[src/rtl/guard_pkg.sv]
package guard_pkg;
	localparam int N_INST = 2;
	localparam int INST_W = 1;
	localparam int ADC_W = 10;
	localparam int SMP_W = 8;
	localparam int ACC_W = 14;
	localparam int FRAC_W = 6;
	localparam int DIV_W = 20;
	localparam int TMR_W = 16;
	localparam int ADDR_W = 8;
	localparam int W4_SHIFT = 2;
	localparam int W64_SHIFT = 6;
	localparam int CLK_MHZ = 48;

	// register map
	localparam int INST_SEL_BIT = 5;
	localparam int WRD_LSB = 2;
	localparam int WRD_W = 3;
	localparam logic [WRD_W-1:0] WRD_CTRL = 3'h0;
	localparam logic [WRD_W-1:0] WRD_DATA = 3'h1;
	localparam logic [WRD_W-1:0] WRD_REF = 3'h2;
	localparam logic [WRD_W-1:0] WRD_TMR = 3'h3;
	localparam logic [WRD_W-1:0] WRD_LPF1 = 3'h4;
	localparam logic [WRD_W-1:0] WRD_LPF2 = 3'h5;
	localparam logic [ADDR_W-1:0] OFS_IRQ_STAT = 8'h40;
	localparam logic [ADDR_W-1:0] OFS_IRQ_EN = 8'h44;
	localparam logic [ADDR_W-1:0] WORD_MASK = 8'hFC;

	// field positions
	localparam int CTRL_DIS = 0;
	localparam int CTRL_TEST = 1;
	localparam int CTRL_DSEL_LSB = 2;
	localparam int CTRL_HI_ST = 8;
	localparam int CTRL_LO_ST = 9;
	localparam int CTRL_THR_ST = 10;
	localparam int CTRL_PIN_ST = 11;
	localparam int DATA_TEST_LSB = 0;
	localparam int DATA_SMP_LSB = 8;
	localparam int DATA_F1_LSB = 16;
	localparam int DATA_F2_LSB = 24;
	localparam int REF_LO_LSB = 0;
	localparam int REF_HI_LSB = 8;
	localparam int TMR_HI_LSB = 0;
	localparam int TMR_LO_LSB = 16;
	localparam int LPF_DIV_LSB = 0;
	localparam int LPF_W4_BIT = 24;
	localparam int CMP_HI = 0;
	localparam int CMP_LO = 1;
	localparam int IRQ_FORCE = 0;
	localparam int IRQ_INST_BASE = 1;
	localparam int IRQ_PER_INST = 4;
	localparam int IRQ_W = IRQ_INST_BASE + N_INST * IRQ_PER_INST;

	// reset values and write masks
	localparam logic [31:0] CTRL_RST = 32'h0000_0001;
	localparam logic [31:0] CTRL_WMASK = 32'h0000_000F;
	localparam logic [31:0] DATA_RST = 32'h0000_0000;
	localparam logic [31:0] DATA_WMASK = 32'h0000_00FF;
	localparam logic [31:0] REF_RST = 32'h0000_FF00;
	localparam logic [31:0] REF_WMASK = 32'h0000_FFFF;
	localparam logic [31:0] TMR_RST = 32'h0000_0000;
	localparam logic [31:0] LPF_RST = 32'h0000_0000;
	localparam logic [31:0] LPF_WMASK = 32'h010F_FFFF;
	localparam logic [IRQ_W-1:0] IRQ_EN_RST = 9'h000;
	localparam logic [1:0] RESP_OKAY = 2'h0;
	localparam logic [1:0] RESP_SLVERR = 2'h2;

	typedef enum logic [1:0] {DSEL_RAW, DSEL_LPF1, DSEL_LPF2} data_sel_t;

	typedef struct packed {
		logic [DIV_W-1:0] div;
		logic w4;
	} lpf_cfg_t;

	typedef struct packed {
		logic ok;
		logic inst_hit;
		logic [INST_W-1:0] inst;
		logic [WRD_W-1:0] word;
		logic stat;
		logic en;
	} dec_t;

	function automatic dec_t decode(input logic [ADDR_W-1:0] a);
		dec_t d;
		logic [ADDR_W-1:0] w;
		d = '0;
		w = a & WORD_MASK;
		if (w < OFS_IRQ_STAT) begin
			d.inst_hit = 1'b1;
			d.inst = a[INST_SEL_BIT];
			d.word = a[WRD_LSB +: WRD_W];
			d.ok = (d.word <= WRD_LPF2);
		end else if (w == OFS_IRQ_STAT) begin
			d.stat = 1'b1;
			d.ok = 1'b1;
		end else if (w == OFS_IRQ_EN) begin
			d.en = 1'b1;
			d.ok = 1'b1;
		end
		return d;
	endfunction

	function automatic logic [31:0] strb_merge(input logic [31:0] old, input logic [31:0] nw,
		input logic [3:0] strb);
		logic [31:0] r;
		r = old;
		for (int b = 0; b < 4; b++) begin
			if (strb[b]) begin
				r[b*8 +: 8] = nw[b*8 +: 8];
			end
		end
		return r;
	endfunction
endpackage

[src/rtl/lpf_stage.sv]
`timescale 1ns/10ps
module lpf_stage (
	input wire logic aclk,
	input wire logic aresetn,
	input wire logic run,
	input wire guard_pkg::lpf_cfg_t cfg,
	input wire logic [guard_pkg::SMP_W-1:0] sample,
	output logic [guard_pkg::SMP_W-1:0] avg
);
	logic [guard_pkg::DIV_W-1:0] div_q;
	logic [guard_pkg::ACC_W-1:0] acc_q;
	logic [guard_pkg::ACC_W-1:0] leak;
	logic [guard_pkg::ACC_W-1:0] feed;
	logic [guard_pkg::ACC_W-1:0] scaled;
	logic tick;

	// sample strobe at clock / (divider + 1); zero means every cycle
	assign tick = (div_q >= cfg.div);
	always_ff @(posedge aclk) begin
		if (!aresetn || !run) begin
			div_q <= '0;
		end else if (tick) begin
			div_q <= '0;
		end else begin
			div_q <= guard_pkg::DIV_W'(div_q + 1'b1);
		end
	end

	// avg += (sample - avg) / W in 8.6 fixed point; cannot overflow
	assign scaled = {sample, {guard_pkg::FRAC_W{1'b0}}};
	assign leak = cfg.w4 ? (acc_q >> guard_pkg::W4_SHIFT) : (acc_q >> guard_pkg::W64_SHIFT);
	assign feed = cfg.w4 ? (scaled >> guard_pkg::W4_SHIFT) : (scaled >> guard_pkg::W64_SHIFT);
	always_ff @(posedge aclk) begin
		if (!aresetn) begin
			acc_q <= '0;
		end else if (run && tick) begin
			acc_q <= guard_pkg::ACC_W'(acc_q - leak + feed);
		end
	end

	assign avg = acc_q[guard_pkg::ACC_W-1:guard_pkg::FRAC_W];
endmodule

[src/rtl/supply_voltage_guard.sv]
// Contract
// - throttle line is active low, pulled low whenever any contribution asks.
// - override_in low forces the throttle line low in bidirectional pin mode, regardless of the other inputs.
// - instance 0 reads converter channel 0, instance 1 reads channel 1.
// - pwm force input is a throttle contribution, allowing square-wave throttling.
// - everything runs on one clock.
// - system reset returns every register and all state to defaults.
// - guard_irq is any of nine status bits anded with its enable.
// - an instance sits idle in low power while its disable bit is set.
// - per-instance throttles are ored into one pin throttle.
// - throttle reaches the pin only in bidirectional pin mode.
// - front end of each instance picks the sample source.
// - samples pass a two-stage low-pass, then a data select, then comparators.
// - each comparator output is delayed by a timer before the or logic.
// - or logic merges delayed compares, pwm force, duty flag and override.
// - high compare is input >= high ref; low compare is input <= low ref.
// - converter samples keep their upper 8 of 10 bits; test value is 8-bit.
// - test-select bit feeds the firmware test sample instead of the converter.
// - data select offers raw samples, first stage, or full two-stage output.
`timescale 1ns/10ps
module supply_voltage_guard (
	input wire logic aclk,
	input wire logic aresetn,
	input wire logic [guard_pkg::ADDR_W-1:0] awaddr,
	input wire logic awvalid,
	output logic awready,
	input wire logic [31:0] wdata,
	input wire logic [3:0] wstrb,
	input wire logic wvalid,
	output logic wready,
	output logic [1:0] bresp,
	output logic bvalid,
	input wire logic bready,
	input wire logic [guard_pkg::ADDR_W-1:0] araddr,
	input wire logic arvalid,
	output logic arready,
	output logic [31:0] rdata,
	output logic [1:0] rresp,
	output logic rvalid,
	input wire logic rready,
	input wire logic [guard_pkg::N_INST-1:0][guard_pkg::ADC_W-1:0] supply_sense_in,
	input wire logic [guard_pkg::N_INST-1:0] supply_sense_valid,
	input wire logic force_throttle_n,
	input wire logic duty_limit_flag,
	input wire logic override_in,
	input wire logic pin_bidir_sel,
	input wire logic throttle_in,
	output logic throttle_out,
	output logic throttle_oe,
	output logic guard_irq
);
	// bus side state
	logic aw_got_q;
	logic w_got_q;
	logic [guard_pkg::ADDR_W-1:0] awaddr_q;
	logic [31:0] wdata_q;
	logic [3:0] wstrb_q;
	logic bvalid_q;
	logic [1:0] bresp_q;
	logic rvalid_q;
	logic [1:0] rresp_q;
	logic [31:0] rdata_q;
	logic wr_fire;
	logic rd_fire;
	guard_pkg::dec_t wdec;
	guard_pkg::dec_t rdec;
	logic [31:0] rd_word;

	// configuration words, one set per instance, and the shared interrupt words
	logic [guard_pkg::N_INST-1:0][31:0] ctrl_q;
	logic [guard_pkg::N_INST-1:0][31:0] data_q;
	logic [guard_pkg::N_INST-1:0][31:0] ref_q;
	logic [guard_pkg::N_INST-1:0][31:0] tmr_q;
	logic [guard_pkg::N_INST-1:0][31:0] lpf1_q;
	logic [guard_pkg::N_INST-1:0][31:0] lpf2_q;
	logic [guard_pkg::IRQ_W-1:0] irq_stat_q;
	logic [guard_pkg::IRQ_W-1:0] irq_en_q;
	logic [guard_pkg::IRQ_W-1:0] irq_set;
	logic [guard_pkg::IRQ_W-1:0] irq_clr;

	// per-instance observation, then shared throttle, pin and interrupt state
	logic [guard_pkg::N_INST-1:0][guard_pkg::SMP_W-1:0] front_all;
	logic [guard_pkg::N_INST-1:0][guard_pkg::SMP_W-1:0] f1_all;
	logic [guard_pkg::N_INST-1:0][guard_pkg::SMP_W-1:0] f2_all;
	logic [guard_pkg::N_INST-1:0][1:0] dly_all;
	logic [guard_pkg::N_INST-1:0] inst_thr;
	logic throttle_req;
	logic throttle_oe_q;
	logic pin_level_q;
	logic guard_irq_q;

	// write address and data may arrive in either order; each is held until both are in
	assign awready = !aw_got_q && !bvalid_q;
	assign wready = !w_got_q && !bvalid_q;
	assign wr_fire = aw_got_q && w_got_q && !bvalid_q;
	assign wdec = guard_pkg::decode(awaddr_q);

	always_ff @(posedge aclk) begin
		if (!aresetn) begin
			aw_got_q <= 1'b0;
			awaddr_q <= '0;
		end else if (awvalid && awready) begin
			aw_got_q <= 1'b1;
			awaddr_q <= awaddr;
		end else if (wr_fire) begin
			aw_got_q <= 1'b0;
		end
	end

	always_ff @(posedge aclk) begin
		if (!aresetn) begin
			w_got_q <= 1'b0;
			wdata_q <= '0;
			wstrb_q <= '0;
		end else if (wvalid && wready) begin
			w_got_q <= 1'b1;
			wdata_q <= wdata;
			wstrb_q <= wstrb;
		end else if (wr_fire) begin
			w_got_q <= 1'b0;
		end
	end

	// write response one cycle after both halves are held
	always_ff @(posedge aclk) begin
		if (!aresetn) begin
			bvalid_q <= 1'b0;
			bresp_q <= guard_pkg::RESP_OKAY;
		end else if (wr_fire) begin
			bvalid_q <= 1'b1;
			bresp_q <= wdec.ok ? guard_pkg::RESP_OKAY : guard_pkg::RESP_SLVERR;
		end else if (bready) begin
			bvalid_q <= 1'b0;
		end
	end

	assign bvalid = bvalid_q;
	assign bresp = bresp_q;

	// configuration writes; reserved bits are masked so they read back zero
	always_ff @(posedge aclk) begin
		if (!aresetn) begin
			for (int i = 0; i < guard_pkg::N_INST; i++) begin
				ctrl_q[i] <= guard_pkg::CTRL_RST;
				data_q[i] <= guard_pkg::DATA_RST;
				ref_q[i] <= guard_pkg::REF_RST;
				tmr_q[i] <= guard_pkg::TMR_RST;
				lpf1_q[i] <= guard_pkg::LPF_RST;
				lpf2_q[i] <= guard_pkg::LPF_RST;
			end
		end else if (wr_fire && wdec.ok && wdec.inst_hit) begin
			unique case (wdec.word)
				guard_pkg::WRD_CTRL: begin
					ctrl_q[wdec.inst] <= guard_pkg::strb_merge(ctrl_q[wdec.inst], wdata_q, wstrb_q)
						& guard_pkg::CTRL_WMASK;
				end
				guard_pkg::WRD_DATA: begin
					data_q[wdec.inst] <= guard_pkg::strb_merge(data_q[wdec.inst], wdata_q, wstrb_q)
						& guard_pkg::DATA_WMASK;
				end
				guard_pkg::WRD_REF: begin
					ref_q[wdec.inst] <= guard_pkg::strb_merge(ref_q[wdec.inst], wdata_q, wstrb_q)
						& guard_pkg::REF_WMASK;
				end
				guard_pkg::WRD_TMR: begin
					tmr_q[wdec.inst] <= guard_pkg::strb_merge(tmr_q[wdec.inst], wdata_q, wstrb_q);
				end
				guard_pkg::WRD_LPF1: begin
					lpf1_q[wdec.inst] <= guard_pkg::strb_merge(lpf1_q[wdec.inst], wdata_q, wstrb_q)
						& guard_pkg::LPF_WMASK;
				end
				guard_pkg::WRD_LPF2: begin
					lpf2_q[wdec.inst] <= guard_pkg::strb_merge(lpf2_q[wdec.inst], wdata_q, wstrb_q)
						& guard_pkg::LPF_WMASK;
				end
				default: begin
				end
			endcase
		end
	end

	// interrupt enable word
	always_ff @(posedge aclk) begin
		if (!aresetn) begin
			irq_en_q <= guard_pkg::IRQ_EN_RST;
		end else if (wr_fire && wdec.en) begin
			irq_en_q <= guard_pkg::IRQ_W'(guard_pkg::strb_merge(32'(irq_en_q), wdata_q, wstrb_q));
		end
	end

	// sticky status, write one to clear; a new event in the clear cycle wins
	assign irq_clr = (wr_fire && wdec.stat) ?
		guard_pkg::IRQ_W'(guard_pkg::strb_merge(32'h0000_0000, wdata_q, wstrb_q)) : '0;
	always_ff @(posedge aclk) begin
		if (!aresetn) begin
			irq_stat_q <= '0;
		end else begin
			irq_stat_q <= (irq_stat_q & ~irq_clr) | irq_set;
		end
	end

	// force status is set in every cycle the pwm level is low and stays set until cleared
	assign irq_set[guard_pkg::IRQ_FORCE] = !force_throttle_n;

	// registered so the line cannot glitch on a status write
	always_ff @(posedge aclk) begin
		if (!aresetn) begin
			guard_irq_q <= 1'b0;
		end else begin
			guard_irq_q <= |(irq_stat_q & irq_en_q);
		end
	end

	assign guard_irq = guard_irq_q;

	// one read at a time; data captured when the address is taken
	assign arready = !rvalid_q;
	assign rd_fire = arvalid && arready;
	assign rdec = guard_pkg::decode(araddr);

	always_comb begin
		rd_word = '0;
		if (rdec.inst_hit) begin
			unique case (rdec.word)
				guard_pkg::WRD_CTRL: begin
					rd_word = ctrl_q[rdec.inst];
					rd_word[guard_pkg::CTRL_HI_ST] = dly_all[rdec.inst][guard_pkg::CMP_HI];
					rd_word[guard_pkg::CTRL_LO_ST] = dly_all[rdec.inst][guard_pkg::CMP_LO];
					rd_word[guard_pkg::CTRL_THR_ST] = inst_thr[rdec.inst];
					rd_word[guard_pkg::CTRL_PIN_ST] = pin_level_q;
				end
				guard_pkg::WRD_DATA: begin
					rd_word = data_q[rdec.inst];
					rd_word[guard_pkg::DATA_SMP_LSB +: guard_pkg::SMP_W] = front_all[rdec.inst];
					rd_word[guard_pkg::DATA_F1_LSB +: guard_pkg::SMP_W] = f1_all[rdec.inst];
					rd_word[guard_pkg::DATA_F2_LSB +: guard_pkg::SMP_W] = f2_all[rdec.inst];
				end
				guard_pkg::WRD_REF: rd_word = ref_q[rdec.inst];
				guard_pkg::WRD_TMR: rd_word = tmr_q[rdec.inst];
				guard_pkg::WRD_LPF1: rd_word = lpf1_q[rdec.inst];
				guard_pkg::WRD_LPF2: rd_word = lpf2_q[rdec.inst];
				default: rd_word = '0;
			endcase
		end else if (rdec.stat) begin
			rd_word = 32'(irq_stat_q);
		end else if (rdec.en) begin
			rd_word = 32'(irq_en_q);
		end
	end

	always_ff @(posedge aclk) begin
		if (!aresetn) begin
			rvalid_q <= 1'b0;
			rdata_q <= '0;
			rresp_q <= guard_pkg::RESP_OKAY;
		end else if (rd_fire) begin
			rvalid_q <= 1'b1;
			rdata_q <= rd_word;
			rresp_q <= rdec.ok ? guard_pkg::RESP_OKAY : guard_pkg::RESP_SLVERR;
		end else if (rready) begin
			rvalid_q <= 1'b0;
		end
	end

	assign rvalid = rvalid_q;
	assign rdata = rdata_q;
	assign rresp = rresp_q;

	// one guard channel per converter channel, index for index
	for (genvar g = 0; g < guard_pkg::N_INST; g++) begin : g_inst
		logic run;
		logic [guard_pkg::SMP_W-1:0] adc_q;
		logic [guard_pkg::SMP_W-1:0] front;
		logic [guard_pkg::SMP_W-1:0] f1;
		logic [guard_pkg::SMP_W-1:0] f2;
		logic [guard_pkg::SMP_W-1:0] cmp_in;
		logic [guard_pkg::SMP_W-1:0] hi_ref;
		logic [guard_pkg::SMP_W-1:0] lo_ref;
		logic [1:0] raw;
		logic [1:0] dly_q;
		logic [1:0] prev_q;
		logic [1:0][guard_pkg::TMR_W-1:0] lim;
		guard_pkg::lpf_cfg_t cfg1;
		guard_pkg::lpf_cfg_t cfg2;

		// disabled instance freezes its data path and drops its throttle
		assign run = !ctrl_q[g][guard_pkg::CTRL_DIS];

		// converter reading trimmed to its upper bits
		always_ff @(posedge aclk) begin
			if (!aresetn) begin
				adc_q <= '0;
			end else if (run && supply_sense_valid[g]) begin
				adc_q <= supply_sense_in[g][guard_pkg::ADC_W-1 -: guard_pkg::SMP_W];
			end
		end

		// test value replaces converter data in the same 8-bit format
		assign front = ctrl_q[g][guard_pkg::CTRL_TEST] ?
			data_q[g][guard_pkg::DATA_TEST_LSB +: guard_pkg::SMP_W] : adc_q;

		assign cfg1.div = lpf1_q[g][guard_pkg::LPF_DIV_LSB +: guard_pkg::DIV_W];
		assign cfg1.w4 = lpf1_q[g][guard_pkg::LPF_W4_BIT];
		assign cfg2.div = lpf2_q[g][guard_pkg::LPF_DIV_LSB +: guard_pkg::DIV_W];
		assign cfg2.w4 = lpf2_q[g][guard_pkg::LPF_W4_BIT];

		// two identical first-order stages in series
		lpf_stage u_lpf1 (
			.aclk(aclk),
			.aresetn(aresetn),
			.run(run),
			.cfg(cfg1),
			.sample(front),
			.avg(f1)
		);
		lpf_stage u_lpf2 (
			.aclk(aclk),
			.aresetn(aresetn),
			.run(run),
			.cfg(cfg2),
			.sample(f1),
			.avg(f2)
		);

		// comparator source; the spare code acts as the full filter
		always_comb begin
			unique case (guard_pkg::data_sel_t'(ctrl_q[g][guard_pkg::CTRL_DSEL_LSB +: 2]))
				guard_pkg::DSEL_RAW: cmp_in = front;
				guard_pkg::DSEL_LPF1: cmp_in = f1;
				guard_pkg::DSEL_LPF2: cmp_in = f2;
				default: cmp_in = f2;
			endcase
		end

		// inclusive thresholds on both sides
		assign hi_ref = ref_q[g][guard_pkg::REF_HI_LSB +: guard_pkg::SMP_W];
		assign lo_ref = ref_q[g][guard_pkg::REF_LO_LSB +: guard_pkg::SMP_W];
		assign raw[guard_pkg::CMP_HI] = run && (cmp_in >= hi_ref);
		assign raw[guard_pkg::CMP_LO] = run && (cmp_in <= lo_ref);
		assign lim[guard_pkg::CMP_HI] = tmr_q[g][guard_pkg::TMR_HI_LSB +: guard_pkg::TMR_W];
		assign lim[guard_pkg::CMP_LO] = tmr_q[g][guard_pkg::TMR_LO_LSB +: guard_pkg::TMR_W];

		// delayed output changes once the raw compare has held its new level lim+1 cycles;
		// a bounce restarts the count, which filters glitches in both directions
		for (genvar j = 0; j < 2; j++) begin : g_tmr
			logic [guard_pkg::TMR_W-1:0] cnt_q;
			always_ff @(posedge aclk) begin
				if (!aresetn || !run) begin
					cnt_q <= '0;
					dly_q[j] <= 1'b0;
				end else if (raw[j] == dly_q[j]) begin
					cnt_q <= '0;
				end else if (cnt_q >= lim[j]) begin
					cnt_q <= '0;
					dly_q[j] <= raw[j];
				end else begin
					cnt_q <= guard_pkg::TMR_W'(cnt_q + 1'b1);
				end
			end
		end

		// previous delayed levels for edge events
		always_ff @(posedge aclk) begin
			if (!aresetn) begin
				prev_q <= '0;
			end else begin
				prev_q <= dly_q;
			end
		end

		localparam int B = guard_pkg::IRQ_INST_BASE + g * guard_pkg::IRQ_PER_INST;
		assign irq_set[B] = dly_q[guard_pkg::CMP_LO] && !prev_q[guard_pkg::CMP_LO];
		assign irq_set[B + 1] = dly_q[guard_pkg::CMP_HI] && !prev_q[guard_pkg::CMP_HI];
		assign irq_set[B + 2] = !dly_q[guard_pkg::CMP_LO] && prev_q[guard_pkg::CMP_LO];
		assign irq_set[B + 3] = !dly_q[guard_pkg::CMP_HI] && prev_q[guard_pkg::CMP_HI];

		assign front_all[g] = front;
		assign f1_all[g] = f1;
		assign f2_all[g] = f2;
		assign dly_all[g] = dly_q;
		assign inst_thr[g] = |dly_q;
	end

	// or of every contribution; override and force are active low inputs
	assign throttle_req = (|inst_thr) || !force_throttle_n || duty_limit_flag
		|| !override_in;

	// open drain: only ever pull low, and only in bidirectional pin mode
	always_ff @(posedge aclk) begin
		if (!aresetn) begin
			throttle_oe_q <= 1'b0;
			pin_level_q <= 1'b1;
		end else begin
			throttle_oe_q <= pin_bidir_sel && throttle_req;
			pin_level_q <= throttle_in;
		end
	end

	assign throttle_out = 1'b0;
	assign throttle_oe = throttle_oe_q;
endmodule

[config.mk]
export PLATFORM = sky130hd
export DESIGN_NAME = supply_voltage_guard
export DESIGN_NICKNAME = d
export VERILOG_FILES = /design/src/rtl/guard_pkg.sv /design/src/rtl/lpf_stage.sv /design/src/rtl/supply_voltage_guard.sv
export SDC_FILE = /design/constraint.sdc
export NUM_CORES = 2
export LEC_CHECK = 0
export BUFFER_PORTS_ARGS = -buffer_cell sky130_fd_sc_hd__buf_2
export CELL_PAD_IN_SITES_DETAIL_PLACEMENT = 1
export CELL_PAD_IN_SITES_GLOBAL_PLACEMENT = 1
export CORE_MARGIN = 2
export CORE_UTILIZATION = 50
export DETAILED_ROUTE_END_ITERATION = 16
export PLACE_DENSITY = 0.85
export SLEW_MARGIN = 10
export SYNTH_ARGS = -nofsm -noshare
export SYNTH_HDL_FRONTEND = slang
export SYNTH_SLANG_ARGS = --single-unit
[constraint.sdc]
create_clock -name aclk -period 5.15 [get_ports aclk]
set_input_delay 0.2575 -clock aclk [delete_from_list [all_inputs] [get_ports aclk]]
set_output_delay 0.2575 -clock aclk [all_outputs]
set_load 0.1 [all_outputs]
==> out/qor.yml <==
run_status:
  outcome: "finished clean"
timing:
  setup_violations: 0
  maxSlewHeadroom_pct: 5.38
  fin_tns_setup_ps: 0
  grt_setup_unrepaired: "false"
  fin_skew_ps: 44.3
  setup_slack_ps: 940
  min_period_ps: 4210
  hold_viol: 0
  period_share_pct: 81.7
  final_max_slew_viol_count: 0
  tightest_slew_ps: 1410
  fmax_mhz: 238
finish:
  multi_input_area_um2: 19600
  final_nets: 4615
  finalNonFillerCells: 5149
  drive_above_1_share_pct: 8.08
  finalInstanceArea_um2: 36300
  area_growth_pct: 11.5
  ff_latch_area_um2: 10600
  fillCellCount: 7885
power:
  p_total_uw: 9530
  p_per_area_nw_per_um2: 263
  p_leak_uw: 0.0145
  vdd_ir_drop_max_uv: 227
grt:
  gr-usage-all-layers_pct: 35.6
  antenna_found_initial: 4
  grt_pass1_wl_um: 186000
  grt_pass1_vias: 31816
  grt-ovfl-total: 0
  grt_max_degree: 102
synth:
  netlist.area_leader.share_pct: 32.6
  synth.distinct_cells: 84
  synthFlopType: "dfxtp_1"
  synth_top_cell_by_area: "dfxtp_1"
  yosys_warnings: 0
  netlist_area_um2: 32500
  synthArstFlopShare_pct: 0
  ys_ff_latch: 529
  synth-edff-count: 0
  ys_seq_area_share_pct: 32.6
  synth_cells: 4170
  synth_area_leaders: "dfxtp_1 (33%), ha_1 (9.2%), nand2_1 (7.3%)"
  syn_avg_cell_area_um2: 7.80
floorplan:
  die_area_um2: 67100
  io_pins: 130
  coreArea_um2: 64300
  die_w_um: 259
  start_util_pct: 50.5
  core.rowCount: 93
  die_height_um: 259
drt:
  antenna_left: 0
  vias: 31312
  vias_per_cell: 6.08
  drtPass1Iterations: 6
  drtIter0Drc: 2464
  wl_um: 121000
  drc: 0
  wire_per_inst_um: 23.5
placement:
  place_ws_ps: 1080
  io_buffers: 118
  dp_hpwl_um: 84100
  dp_cells: 4969
  gp_congestion: 0.964
  placed_cell_area_um2: 33500
critical_path:
  start_kind: "register"
  worstPathArrival_ps: 4780
  reg2reg_depth: 12
  critPathRequiredTime_ps: 5720
  crit_type: "register to register"
  cp_max_fo: 11
  crit_path_end_kind: "register"
clock_network:
  cts_root_buf: "clkbuf_16"
  cts.clk_slew.worst_paths_ps: 70
  clock-sinks: 529
  htreeDepth: 2
  cts_buffers: 60
  cts_max_path_buffers: 3
  ctsResizeCount: 0
  cts_tree: "done"
  worst_skew_pair.late_latency_ps: 670
worst_hold_path:
  hold_path_class: "primary input to register"
  min_path_cells: 4
run:
  cap_violations: 0
==> cells in the mapped netlist (all sizes together) (29+ instances only) <==
cell,instances
and2,35
a21o,52
and3,36
fa,48
nand2,634
o211ai,38
buf,78
nor2,526
xnor2,66
o21ai,134
ha,240
mux2i,176
clkbuf,137
nand2b,42
xor2,97
a31oi,74
nand4,36
inv,356
dfxtp,529
mux2,42
a21oi,349
o22ai,52
nor3,49
nor2b,29
nand3,113
==> sequential cells by signal, summed over array words and instances, names as in the netlist, 6 cells and up <==
| register | flops |
|---|---|
| g_inst.lo_ref | 16 |
| g_inst.cfg1 | 42 |
| g_inst.u_lpf1.acc_q | 28 |
| g_inst.hi_ref | 16 |
| g_inst.lim | 64 |
| ctrl_q | 8 |
| g_inst.g_tmr.cnt_q | 64 |
| g_inst.adc_q | 16 |
| g_inst.u_lpf2.div_q | 40 |
| awaddr_q | 6 |
| g_inst.u_lpf1.div_q | 40 |
| rdata | 32 |
| g_inst.u_lpf2.acc_q | 28 |
| g_inst.cfg2 | 42 |
| irq_stat_q | 9 |
| data_q | 16 |
| irq_en_q | 9 |
| wdata_q | 32 |
==> routing by layer <==
metal	GRT usage, %	share of wire [%]
met1	44.9	41
met2	56.3	45
met3	6.61	7.6
met4	22.0	6.9
met5	0	0.0091
==> final timing paths <==
path | startpoint | to | slack (ps)
worst max-delay path | ctrl_q[1] | g_inst[0].u_lpf1.acc_q[13] | 940
worst min-delay path | wvalid | wstrb_q[3] | 70
worst max register to register | ctrl_q[1] | g_inst[0].u_lpf1.acc_q[13] | 940
worst min register to register | rdata[13] | rdata[13] | 450
==> per-stage QoR <==
stage	hold WS (ps)	util (%)
floorplan	349	-
global placement	438	52.1
detailed placement	445	52.1
CTS	55.6	56.3
global route	104	56.3
finish	65.8	56.4
==> cells in the final DEF (no fill, tap or decap), types with 10 or more instances in the layout <==
cell type      Yosys  layout
nand2_1          633     632
dfxtp_1          529     529
nor2_1           524     524
inv_1            355     354
a21oi_1          349     349
ha_1             240     240
mux2i_1          176     176
o21ai_0          130     129
buf_2             47     118
nand3_1          113     113
xor2_1            97      97
a31oi_1           74      74
xnor2_1           66      66
dlygate4sd3_1      0      65
clkbuf_16          0      61
a21o_1            52      52
o22ai_1           52      52
fa_1              48      48
nor3_1            46      46
mux2_2            42      42
nand2b_1          42      42
buf_4             16      38
o211ai_1          37      37
nand4_1           36      36
and3_1            36      36
and2_1            34      33
nor2b_1           29      28
a221oi_1          27      27
clkinv_2           0      22
a211oi_1          18      18
a22oi_1           17      17
clkbuf_8           0      13
o31ai_1           12      12
o21a_1            12      12
and4_1            10      10
==> repair_timing <==
| action | CTS | global route |
|---|---|---|
| endpoints found under the hold margin | 63 | 0 |
| hold buffers | 65 | 0 |
| buffers inserted | 0 | 0 |
==> layout make-up <==
type / count / share of cell area, %
diodes: 2 / 0.0138
clock buffers: 79 / 4.75
clock inverters: 34 / 1.06
inverters: 358 / 3.73
multi-input cells: 3070 / 54.0
flip-flops and latches: 529 / 29.2
well taps: 855 / 2.95
repair buffers: 222 / 4.26
==> logic make-up after synthesis <==
family                   synth area share, %
XOR/XNOR                                4.39
AO/OA/AOI/OAI                           15.8
multiplexers                            6.87
other                                 0.0115
AND/OR/NAND/NOR                         20.9
buffers and inverters                   7.22
adder cells (fa/ha/maj)                 12.2
flip-flops                              32.6
==> power by group <==
group	total [uW]	switching [uW]	internal, uW
registers	4200	69.4	4130
logic	686	503	182
clock network	4650	1940	2700
==> worst max-delay path, stage by stage (launching register included) <==
cell and delay [ps]:
dfxtp_1 660, mux2i_1 660, or2_2 250, fa_1 460, inv_1 100, ha_1 240
a21o_1 200, and4_1 230, o211ai_1 230, o211ai_1 190, o31ai_1 400, mux2_2 390
nand4_1 100
Power figures use the tool's default switching activity.
